`src/hdl/scc_params.svh`:
```
// Offsets, field positions, reset values and timing counts for clock switching
`ifndef SCC_PARAMS_SVH
`define SCC_PARAMS_SVH

// ----------------------------------------------------------------------
// Register byte offsets
// ----------------------------------------------------------------------
`define SCC_OFF_REQUEST   8'h00
`define SCC_OFF_CURRENT   8'h04
`define SCC_OFF_CONTROL   8'h08
`define SCC_OFF_IRQ_STAT  8'h0c
`define SCC_OFF_IRQ_CLR   8'h10
`define SCC_OFF_IRQ_EN    8'h14

// ----------------------------------------------------------------------
// Field positions
// ----------------------------------------------------------------------
`define SCC_SRC_LSB       4
`define SCC_SRC_MSB       6
`define SCC_DIV_LSB       0
`define SCC_DIV_MSB       3
`define SCC_HOLD_BIT      7
`define SCC_DONE_BIT      4
`define SCC_NSR_BIT       3
`define SCC_IRQ_EVT_BIT   0
`define SCC_IRQ_DONE_BIT  1

// ----------------------------------------------------------------------
// Source and divider codes, reset values
// ----------------------------------------------------------------------
`define SCC_SRC_EXT       3'h7
`define SCC_SRC_HF        3'h6
`define SCC_SRC_LF        3'h5
`define SCC_SRC_EXT_PLL   3'h2
`define SCC_SRC_HF_PLL    3'h1
`define SCC_DIV_HF_RST    4'h2
`define SCC_DIV_RST       4'h0
`define SCC_DIV_MAX       4'h9
`define SCC_CONTROL_RST   8'h00

// ----------------------------------------------------------------------
// Timing: clock held still around the mux change
// ----------------------------------------------------------------------
`define SCC_CLK_NS        5
`define SCC_GATE_NS       10
`define SCC_GATE_CYC      ((`SCC_GATE_NS + `SCC_CLK_NS - 1) / `SCC_CLK_NS)

`endif

```
`src/hdl/scc_pkg.sv`:
```
// Types shared by the clock switch control
package scc_pkg;

    typedef struct packed {
        logic [2:0] src;
        logic [3:0] div;
    } scc_sel_t;

    typedef enum logic [1:0] {
        SCC_IDLE    = 2'b00,
        SCC_PENDING = 2'b01,
        SCC_HELD    = 2'b10,
        SCC_GATE    = 2'b11
    } scc_state_t;

endpackage : scc_pkg

```
`src/hdl/scc_top.sv`:
```
// System clock source and divider switch control with Avalon-MM registers
//
// The register addresses and the Avalon-MM interface to the registers are this design's own decisions.
`timescale 1ns/1ps

`include "scc_params.svh"

module scc_top
    import scc_pkg::*;
#(
    parameter int GATE_CYCLES = `SCC_GATE_CYC
) (
    // Clock and reset
    input  wire logic        CORE_CLK_I,
    input  wire logic        RST_N_I,
    // Avalon-MM slave
    input  wire logic [7:0]  AVS_ADDRESS_I,
    input  wire logic        AVS_READ_I,
    input  wire logic        AVS_WRITE_I,
    input  wire logic [31:0] AVS_WRITEDATA_I,
    input  wire logic [3:0]  AVS_BYTEENABLE_I,
    output logic [31:0]      AVS_READDATA_O,
    output logic             AVS_WAITREQUEST_O,
    // Fuses and core state
    input  wire logic [2:0]  RESET_SOURCE_SETTING_I,
    input  wire logic        SWITCH_PERMIT_I,
    input  wire logic        SLEEP_I,
    // Oscillator ready: ext, hf, lf, ext_pll, hf_pll
    input  wire logic [4:0]  OSC_READY_I,
    // Clock mux control and interrupt
    output scc_sel_t         SYS_SEL_O,
    output logic             SYS_CLK_RUN_O,
    output logic             IRQ_O
);

    // ------------------------------------------------------------------
    // Helpers
    // ------------------------------------------------------------------
    // source code map
    function automatic logic [2:0] src_index(input logic [2:0] s);
        unique case (s)
            `SCC_SRC_EXT:     src_index = 3'h0;
            `SCC_SRC_HF:      src_index = 3'h1;
            `SCC_SRC_LF:      src_index = 3'h2;
            `SCC_SRC_EXT_PLL: src_index = 3'h3;
            `SCC_SRC_HF_PLL:  src_index = 3'h4;
            default:          src_index = 3'h7;
        endcase
    endfunction : src_index

    function automatic logic src_valid(input logic [2:0] s);
        src_valid = (src_index(s) != 3'h7);
    endfunction : src_valid

    function automatic logic [3:0] div_reset(input logic [2:0] s);
        div_reset = (s == `SCC_SRC_HF) ? `SCC_DIV_HF_RST : `SCC_DIV_RST;
    endfunction : div_reset

    // ------------------------------------------------------------------
    // Ready synchronisers
    // ------------------------------------------------------------------
    logic [4:0] rdy_s1_reg;
    logic [4:0] rdy_s2_reg;
    logic [4:0] rdy_s3_reg;
    logic [4:0] rdy_reg;

    always_ff @(posedge CORE_CLK_I or negedge RST_N_I) begin
        if (!RST_N_I) begin
            rdy_s1_reg <= 5'h00;
            rdy_s2_reg <= 5'h00;
            rdy_s3_reg <= 5'h00;
            rdy_reg    <= 5'h00;
        end else begin
            rdy_s1_reg <= OSC_READY_I;
            rdy_s2_reg <= rdy_s1_reg;
            rdy_s3_reg <= rdy_s2_reg;
            rdy_reg    <= (rdy_s2_reg & rdy_s3_reg) |
                          (rdy_reg & (rdy_s2_reg | rdy_s3_reg));
        end
    end

    // ------------------------------------------------------------------
    // Bus handshake
    // ------------------------------------------------------------------
    logic       wait_reg;
    logic       req;
    logic       acc;
    logic       wr_acc;
    logic [7:0] wb;

    assign req    = AVS_READ_I | AVS_WRITE_I;
    assign acc    = req & ~wait_reg;
    assign wr_acc = acc & AVS_WRITE_I & AVS_BYTEENABLE_I[0];
    assign wb     = AVS_WRITEDATA_I[7:0];

    // One wait cycle, then the access completes
    always_ff @(posedge CORE_CLK_I or negedge RST_N_I) begin
        if (!RST_N_I) begin
            wait_reg <= 1'b1;
        end else begin
            wait_reg <= ~(req & wait_reg);
        end
    end
    assign AVS_WAITREQUEST_O = wait_reg;

    // ------------------------------------------------------------------
    // Request, active selection and init
    // ------------------------------------------------------------------
    logic       init_reg;
    scc_sel_t   req_reg;
    scc_sel_t   act_reg;
    logic       hold_reg;
    logic [1:0] irq_stat_reg;
    logic [1:0] irq_en_reg;
    logic [1:0] w1c;
    scc_state_t state_reg;
    logic [7:0] gate_cnt_reg;
    logic       sel_rdy;
    logic       nsr;
    logic       done;
    logic       evt_ready;
    logic       evt_done;
    logic [2:0] fuse_src;

    assign fuse_src = src_valid(RESET_SOURCE_SETTING_I) ?
                      RESET_SOURCE_SETTING_I : `SCC_SRC_HF;

    always_ff @(posedge CORE_CLK_I or negedge RST_N_I) begin
        if (!RST_N_I) begin
            init_reg <= 1'b0;
        end else begin
            init_reg <= 1'b1;
        end
    end

    always_ff @(posedge CORE_CLK_I or negedge RST_N_I) begin
        if (!RST_N_I) begin
            req_reg <= '0;
        end else if (!init_reg) begin
            req_reg.src <= fuse_src;
            req_reg.div <= div_reset(fuse_src);
        end else if (wr_acc && AVS_ADDRESS_I == `SCC_OFF_REQUEST &&
                     SWITCH_PERMIT_I &&
                     src_valid(wb[`SCC_SRC_MSB:`SCC_SRC_LSB])) begin
            req_reg.src <= wb[`SCC_SRC_MSB:`SCC_SRC_LSB];
            req_reg.div <= wb[`SCC_DIV_MSB:`SCC_DIV_LSB];
        end
    end

    always_ff @(posedge CORE_CLK_I or negedge RST_N_I) begin
        if (!RST_N_I) begin
            act_reg <= '0;
        end else if (!init_reg) begin
            act_reg.src <= fuse_src;
            act_reg.div <= div_reset(fuse_src);
        end else if (state_reg == SCC_GATE && gate_cnt_reg == 8'h00) begin
            act_reg <= req_reg;
        end
    end

    always_ff @(posedge CORE_CLK_I or negedge RST_N_I) begin
        if (!RST_N_I) begin
            hold_reg <= 1'(`SCC_CONTROL_RST >> `SCC_HOLD_BIT);
        end else if (wr_acc && AVS_ADDRESS_I == `SCC_OFF_CONTROL) begin
            hold_reg <= wb[`SCC_HOLD_BIT];
        end
    end

    // ------------------------------------------------------------------
    // Switch sequencer
    // ------------------------------------------------------------------
    assign sel_rdy   = rdy_reg[src_index(req_reg.src)];
    assign nsr       = (state_reg == SCC_HELD && sel_rdy && req_reg != act_reg)
                       || state_reg == SCC_GATE;
    assign done      = init_reg && state_reg == SCC_IDLE && req_reg == act_reg;
    assign evt_ready = state_reg == SCC_PENDING && sel_rdy && !SLEEP_I &&
                       req_reg != act_reg;
    assign evt_done  = state_reg == SCC_GATE && gate_cnt_reg == 8'h00;

    always_ff @(posedge CORE_CLK_I or negedge RST_N_I) begin
        if (!RST_N_I) begin
            state_reg    <= SCC_IDLE;
            gate_cnt_reg <= 8'h00;
        end else begin
            unique case (state_reg)
                SCC_IDLE: begin
                    if (init_reg && req_reg != act_reg) begin
                        state_reg <= SCC_PENDING;
                    end
                end
                SCC_PENDING: begin
                    if (req_reg == act_reg) begin
                        state_reg <= SCC_IDLE;
                    end else if (evt_ready) begin
                        state_reg    <= hold_reg ? SCC_HELD : SCC_GATE;
                        gate_cnt_reg <= 8'(GATE_CYCLES - 1);
                    end
                end
                SCC_HELD: begin
                    if (req_reg == act_reg) begin
                        state_reg <= SCC_IDLE;
                    end else if (!sel_rdy) begin
                        state_reg <= SCC_PENDING;
                    end else if (!hold_reg && !SLEEP_I) begin
                        state_reg <= SCC_GATE;
                    end
                end
                SCC_GATE: begin
                    if (gate_cnt_reg == 8'h00) begin
                        state_reg <= SCC_IDLE;
                    end else begin
                        gate_cnt_reg <= gate_cnt_reg - 8'h01;
                    end
                end
            endcase
        end
    end

    // ------------------------------------------------------------------
    // Clock mux outputs
    // ------------------------------------------------------------------
    always_ff @(posedge CORE_CLK_I or negedge RST_N_I) begin
        if (!RST_N_I) begin
            SYS_CLK_RUN_O <= 1'b0;
        end else begin
            SYS_CLK_RUN_O <= init_reg && !(state_reg == SCC_GATE) &&
                             !(evt_ready && !hold_reg) &&
                             !(state_reg == SCC_HELD && !hold_reg);
        end
    end
    assign SYS_SEL_O = act_reg;

    // ------------------------------------------------------------------
    // Interrupts: sticky status, enable, write-one clear
    // ------------------------------------------------------------------
    assign w1c = {2{wr_acc && AVS_ADDRESS_I == `SCC_OFF_IRQ_CLR}} & wb[1:0];

    always_ff @(posedge CORE_CLK_I or negedge RST_N_I) begin
        if (!RST_N_I) begin
            irq_stat_reg <= 2'h0;
        end else begin
            irq_stat_reg <= (irq_stat_reg & ~w1c) | {evt_done, evt_ready};
        end
    end

    always_ff @(posedge CORE_CLK_I or negedge RST_N_I) begin
        if (!RST_N_I) begin
            irq_en_reg <= 2'h0;
        end else if (wr_acc && AVS_ADDRESS_I == `SCC_OFF_IRQ_EN) begin
            irq_en_reg <= wb[1:0];
        end
    end

    always_ff @(posedge CORE_CLK_I or negedge RST_N_I) begin
        if (!RST_N_I) begin
            IRQ_O <= 1'b0;
        end else begin
            IRQ_O <= |(irq_stat_reg & irq_en_reg);
        end
    end

    // ------------------------------------------------------------------
    // Read data
    // ------------------------------------------------------------------
    logic [7:0] rd_next;

    always_comb begin
        rd_next = 8'h00;
        unique case (AVS_ADDRESS_I)
            `SCC_OFF_REQUEST:  rd_next = {1'b0, req_reg.src, req_reg.div};
            `SCC_OFF_CURRENT:  rd_next = {1'b0, act_reg.src, act_reg.div};
            `SCC_OFF_CONTROL:  rd_next = {hold_reg, 2'b00, done, nsr, 3'b000};
            `SCC_OFF_IRQ_STAT: rd_next = {6'h00, irq_stat_reg};
            `SCC_OFF_IRQ_EN:   rd_next = {6'h00, irq_en_reg};
            default:           rd_next = 8'h00;
        endcase
    end

    always_ff @(posedge CORE_CLK_I or negedge RST_N_I) begin
        if (!RST_N_I) begin
            AVS_READDATA_O <= 32'h0000_0000;
        end else if (AVS_READ_I && wait_reg) begin
            AVS_READDATA_O <= {24'h00_0000, rd_next};
        end
    end
endmodule : scc_top

```
`config.mk`:
```
export PLATFORM = sky130hd
export DESIGN_NAME = scc_top
export DESIGN_NICKNAME = d
export VERILOG_FILES = /design/src/hdl/scc_pkg.sv /design/src/hdl/scc_top.sv
export VERILOG_INCLUDE_DIRS = /design/src /design/src/hdl
export SDC_FILE = /design/constraint.sdc
export NUM_CORES = 1
export LEC_CHECK = 0
export BUFFER_PORTS_ARGS = -buffer_cell sky130_fd_sc_hd__buf_4
export CAP_MARGIN = 20
export CORE_ASPECT_RATIO = 0.75
export CORE_UTILIZATION = 57
export CTS_BUF_LIST = sky130_fd_sc_hd__clkbuf_8
export CTS_CLUSTER_SIZE = 10
export DETAILED_ROUTE_END_ITERATION = 10
export PLACE_DENSITY = 0.91
export SYNTH_ARGS = -nofsm -noshare
export SYNTH_HDL_FRONTEND = slang
export SYNTH_SLANG_ARGS = --single-unit
```
`constraint.sdc`:
```
create_clock -name CORE_CLK_I -period 3.5 [get_ports CORE_CLK_I]
set_input_delay 0.7 -clock CORE_CLK_I [delete_from_list [all_inputs] [get_ports CORE_CLK_I]]
set_output_delay 0.7 -clock CORE_CLK_I [all_outputs]
set_load 0.02 [all_outputs]
```
==> out/metrics.csv <==
metric;value;unit
hold_class;flip-flop to flip-flop;
slew_violations;0;
cp-end-kind;flip-flop;
synth_top_area_cell;dfrtp_1;
root_buffer;clkbuf_8;
synth_compound_area_share;13.4;%
dp_slack;923;ps
cts_setup_buffers;0;
grt_max_degree;62;
dpl.hpwl;4670;um
port_buffers;48;
worst_slew_pin_slew;741;ps
synth_area_leaders;dfrtp_1, mux2i_1, buf_4;
start_kind;flip-flop;
postSynthCellCount;291;
die-area;0.00575;mm2
antenna_found_initial;0;
gp_congestion;0.882;
vdd_drop_max;0.000363;V
cts_tree;done;
crit_fanout;10;
power.density;532;mW/mm2
core_region_area;0.00506;mm2
drc;0;
wl_per_cell;15.2;um
cts_inserted_buffers;9;
cts-hold-fix-buffers;0;
synth_ff_type;dfrtp_1;
worst-setup-path-type;flip-flop to flip-flop;
routed_wl;6330;um
timing.fmax;0.384;GHz
post-route-period-util;74.4;%
synthMostInstantiatedCell;dfrtp_1;
setup_slack;895;ps
synth_top_area_share;48.4;%
synth_xor_xnor_area_share;2.26;%
status;finished clean;
synthMuxAreaShare;7.82;%
clk_path_buf_depth;2;
nets;401;
slowest_delay;610;ps
synth_top_family_by_area;simple AND/OR/NAND/NOR gates;
synth.distinct_cells;56;
die_y;65.9;um
synth_common_cells;dfrtp_1, buf_4, nand2_1, mux2i_1, nor2_1;
grt_overflow_total;0;
avgViaCountPerCell;5.48;
cts_htree_levels;3;
max_cap_viol_count;0;
synth-async-reset-ratio;100;%
synth_area;0.00310;mm2
ys_seq_area_share;49.2;%
ant_nets;0;
grt_pass1_wl;10600;um
leakagePower;1.60;nW
clk_pin_slew;70;ps
yosysWarnings;0;
synth_area_per_cell;10.7;um2
drive_gt1_share;22.4;%
first_pass_iters;4;
hold_slack;350;ps
cpMaxStageDelayCell;nor4_4;
vias;2278;
worstPathArrival;2800;ps
setup_tns;0;ps
synth_adder_area_share;3.23;%
first_iter_violations;211;
fin_skew;7.09;ps
ios;100;
die_w;87.2;um
cp_top_family;compound AO/OA/AOI/OAI gates;
track_usage;25.2;%
hold_violations;0;
rsz0062_at_grt;no;
start_util;61.3;%
slew_headroom;50.6;%
diodes;0;
fin_crit;2610;ps
cts_sinks;61;
synth-seq-cells;61;
grt_pass1_vias;2143;
setup_viol;0;
cp_num_buf_inv;1;
synth_edf_count;0;
fin_area;0.00358;mm2
critPathRequiredTime;3690;ps
synthSimpleGateAreaFrac;14.6;%
area_growth;15.3;%
rows;22;
insertion_delay;350;ps
ctsResizeCount;0;
post_dp_cell_area;0.00340;mm2
worstPathCellList;inv_1 -> ha_1 -> a21boi_0 -> a221o_1 -> o211a_4 -> nor4_4 -> o32ai_1;
[cells in the final DEF, fill, tap and decap left out, types with 3 or more instances in the layout]
cell type,Yosys,layout
a21oi_1,10,10
a2bb2oi_1,3,3
a31oi_1,6,6
buf_4,25,48
clkbuf_8,0,9
clkinvlp_4,0,5
conb_1,2,25
dfrtp_1,60,60
ha_1,4,4
inv_1,12,12
maj3_1,5,5
mux2i_1,22,22
nand2_1,23,23
nand3b_1,3,3
nand4_1,4,4
nor2_1,14,14
nor3_1,10,10
o21ai_0,7,7
o21ai_1,9,9
o221ai_1,4,4
o31ai_1,4,4
or3_1,7,7
xnor2_1,8,8
[cells by family (layout without fill, tap and decap cells)]
logic type | after synthesis | in the layout
compound gates | 58 | 58
xor+xnor | 8 | 8
fa+ha+maj | 9 | 9
buf+inv | 47 | 77
flops | 61 | 61
mux | 24 | 24
other cells | 2 | 25
simple gates | 82 | 82
[worst reg2reg max path: stages (launching register included)]
cell	delay, ps
dfrtp_1	540
inv_1	90
ha_1	290
a21boi_0	170
a221o_1	320
o211a_4	270
nor4_4	610
o32ai_1	170
[layout make-up]
class / count / area [um2]
Sequential cell: 61 / 1530
Multi-Input combinational cell: 206 / 1380
Fill cell: 392 / 1490
Timing Repair Buffer: 48 / 360
Clock inverter: 7 / 51.3
Tap cell: 72 / 90.1
Clock buffer: 9 / 124
Inverter: 13 / 48.8
[power breakdown]
group	internal (W)	total (W)	switching (W)
registers	0.000792	0.000904	0.000111
clock network	0.000256	0.000548	0.000292
logic	0.000188	0.000451	0.000262
total	0.00124	0.00190	0.000665
[path summary, 6_finish.rpt]
path	slack [ps]	cells after the start	from	end
setup / recovery	890	7	req_reg[4]	gate_cnt_reg[1]
hold / removal	350	0	rdy_s1_reg[2]	rdy_s2_reg[2]
setup reg to reg	890	7	req_reg[4]	gate_cnt_reg[1]
hold reg to reg	350	0	rdy_s1_reg[2]	rdy_s2_reg[2]
max in group asynchronous	2600	1	RST_N_I	req_reg[1]
min in group asynchronous	420	1	RST_N_I	rdy_reg[2]
[through the flow]
| stage | instances | utilization (%) | total power (W) |
|---|---|---|---|
| after CTS | 416 | 70.6 | 0.00191 |
| final | 416 | 70.6 | 0.00190 |
| after detailed placement | 400 | 67.2 | 0.00136 |
| after floorplan | 314 | - | 0.00126 |
| after global placement | 400 | 67.2 | 0.00132 |
| after global routing | 416 | 70.6 | 0.00201 |
[metal layers]
| layer | vias up | GRT usage, % | part of all wire [%] |
|---|---|---|---|
| met5 | - | 0 | 0 |
| met4 | 0 | 8.81 | 1.4 |
| met3 | 10 | 8.24 | 9.1 |
| met2 | 119 | 37.7 | 45 |
| met1 | 1061 | 34.5 | 45 |
| li1 | 1088 | - | - |
Power figures use the tool's default switching activity.
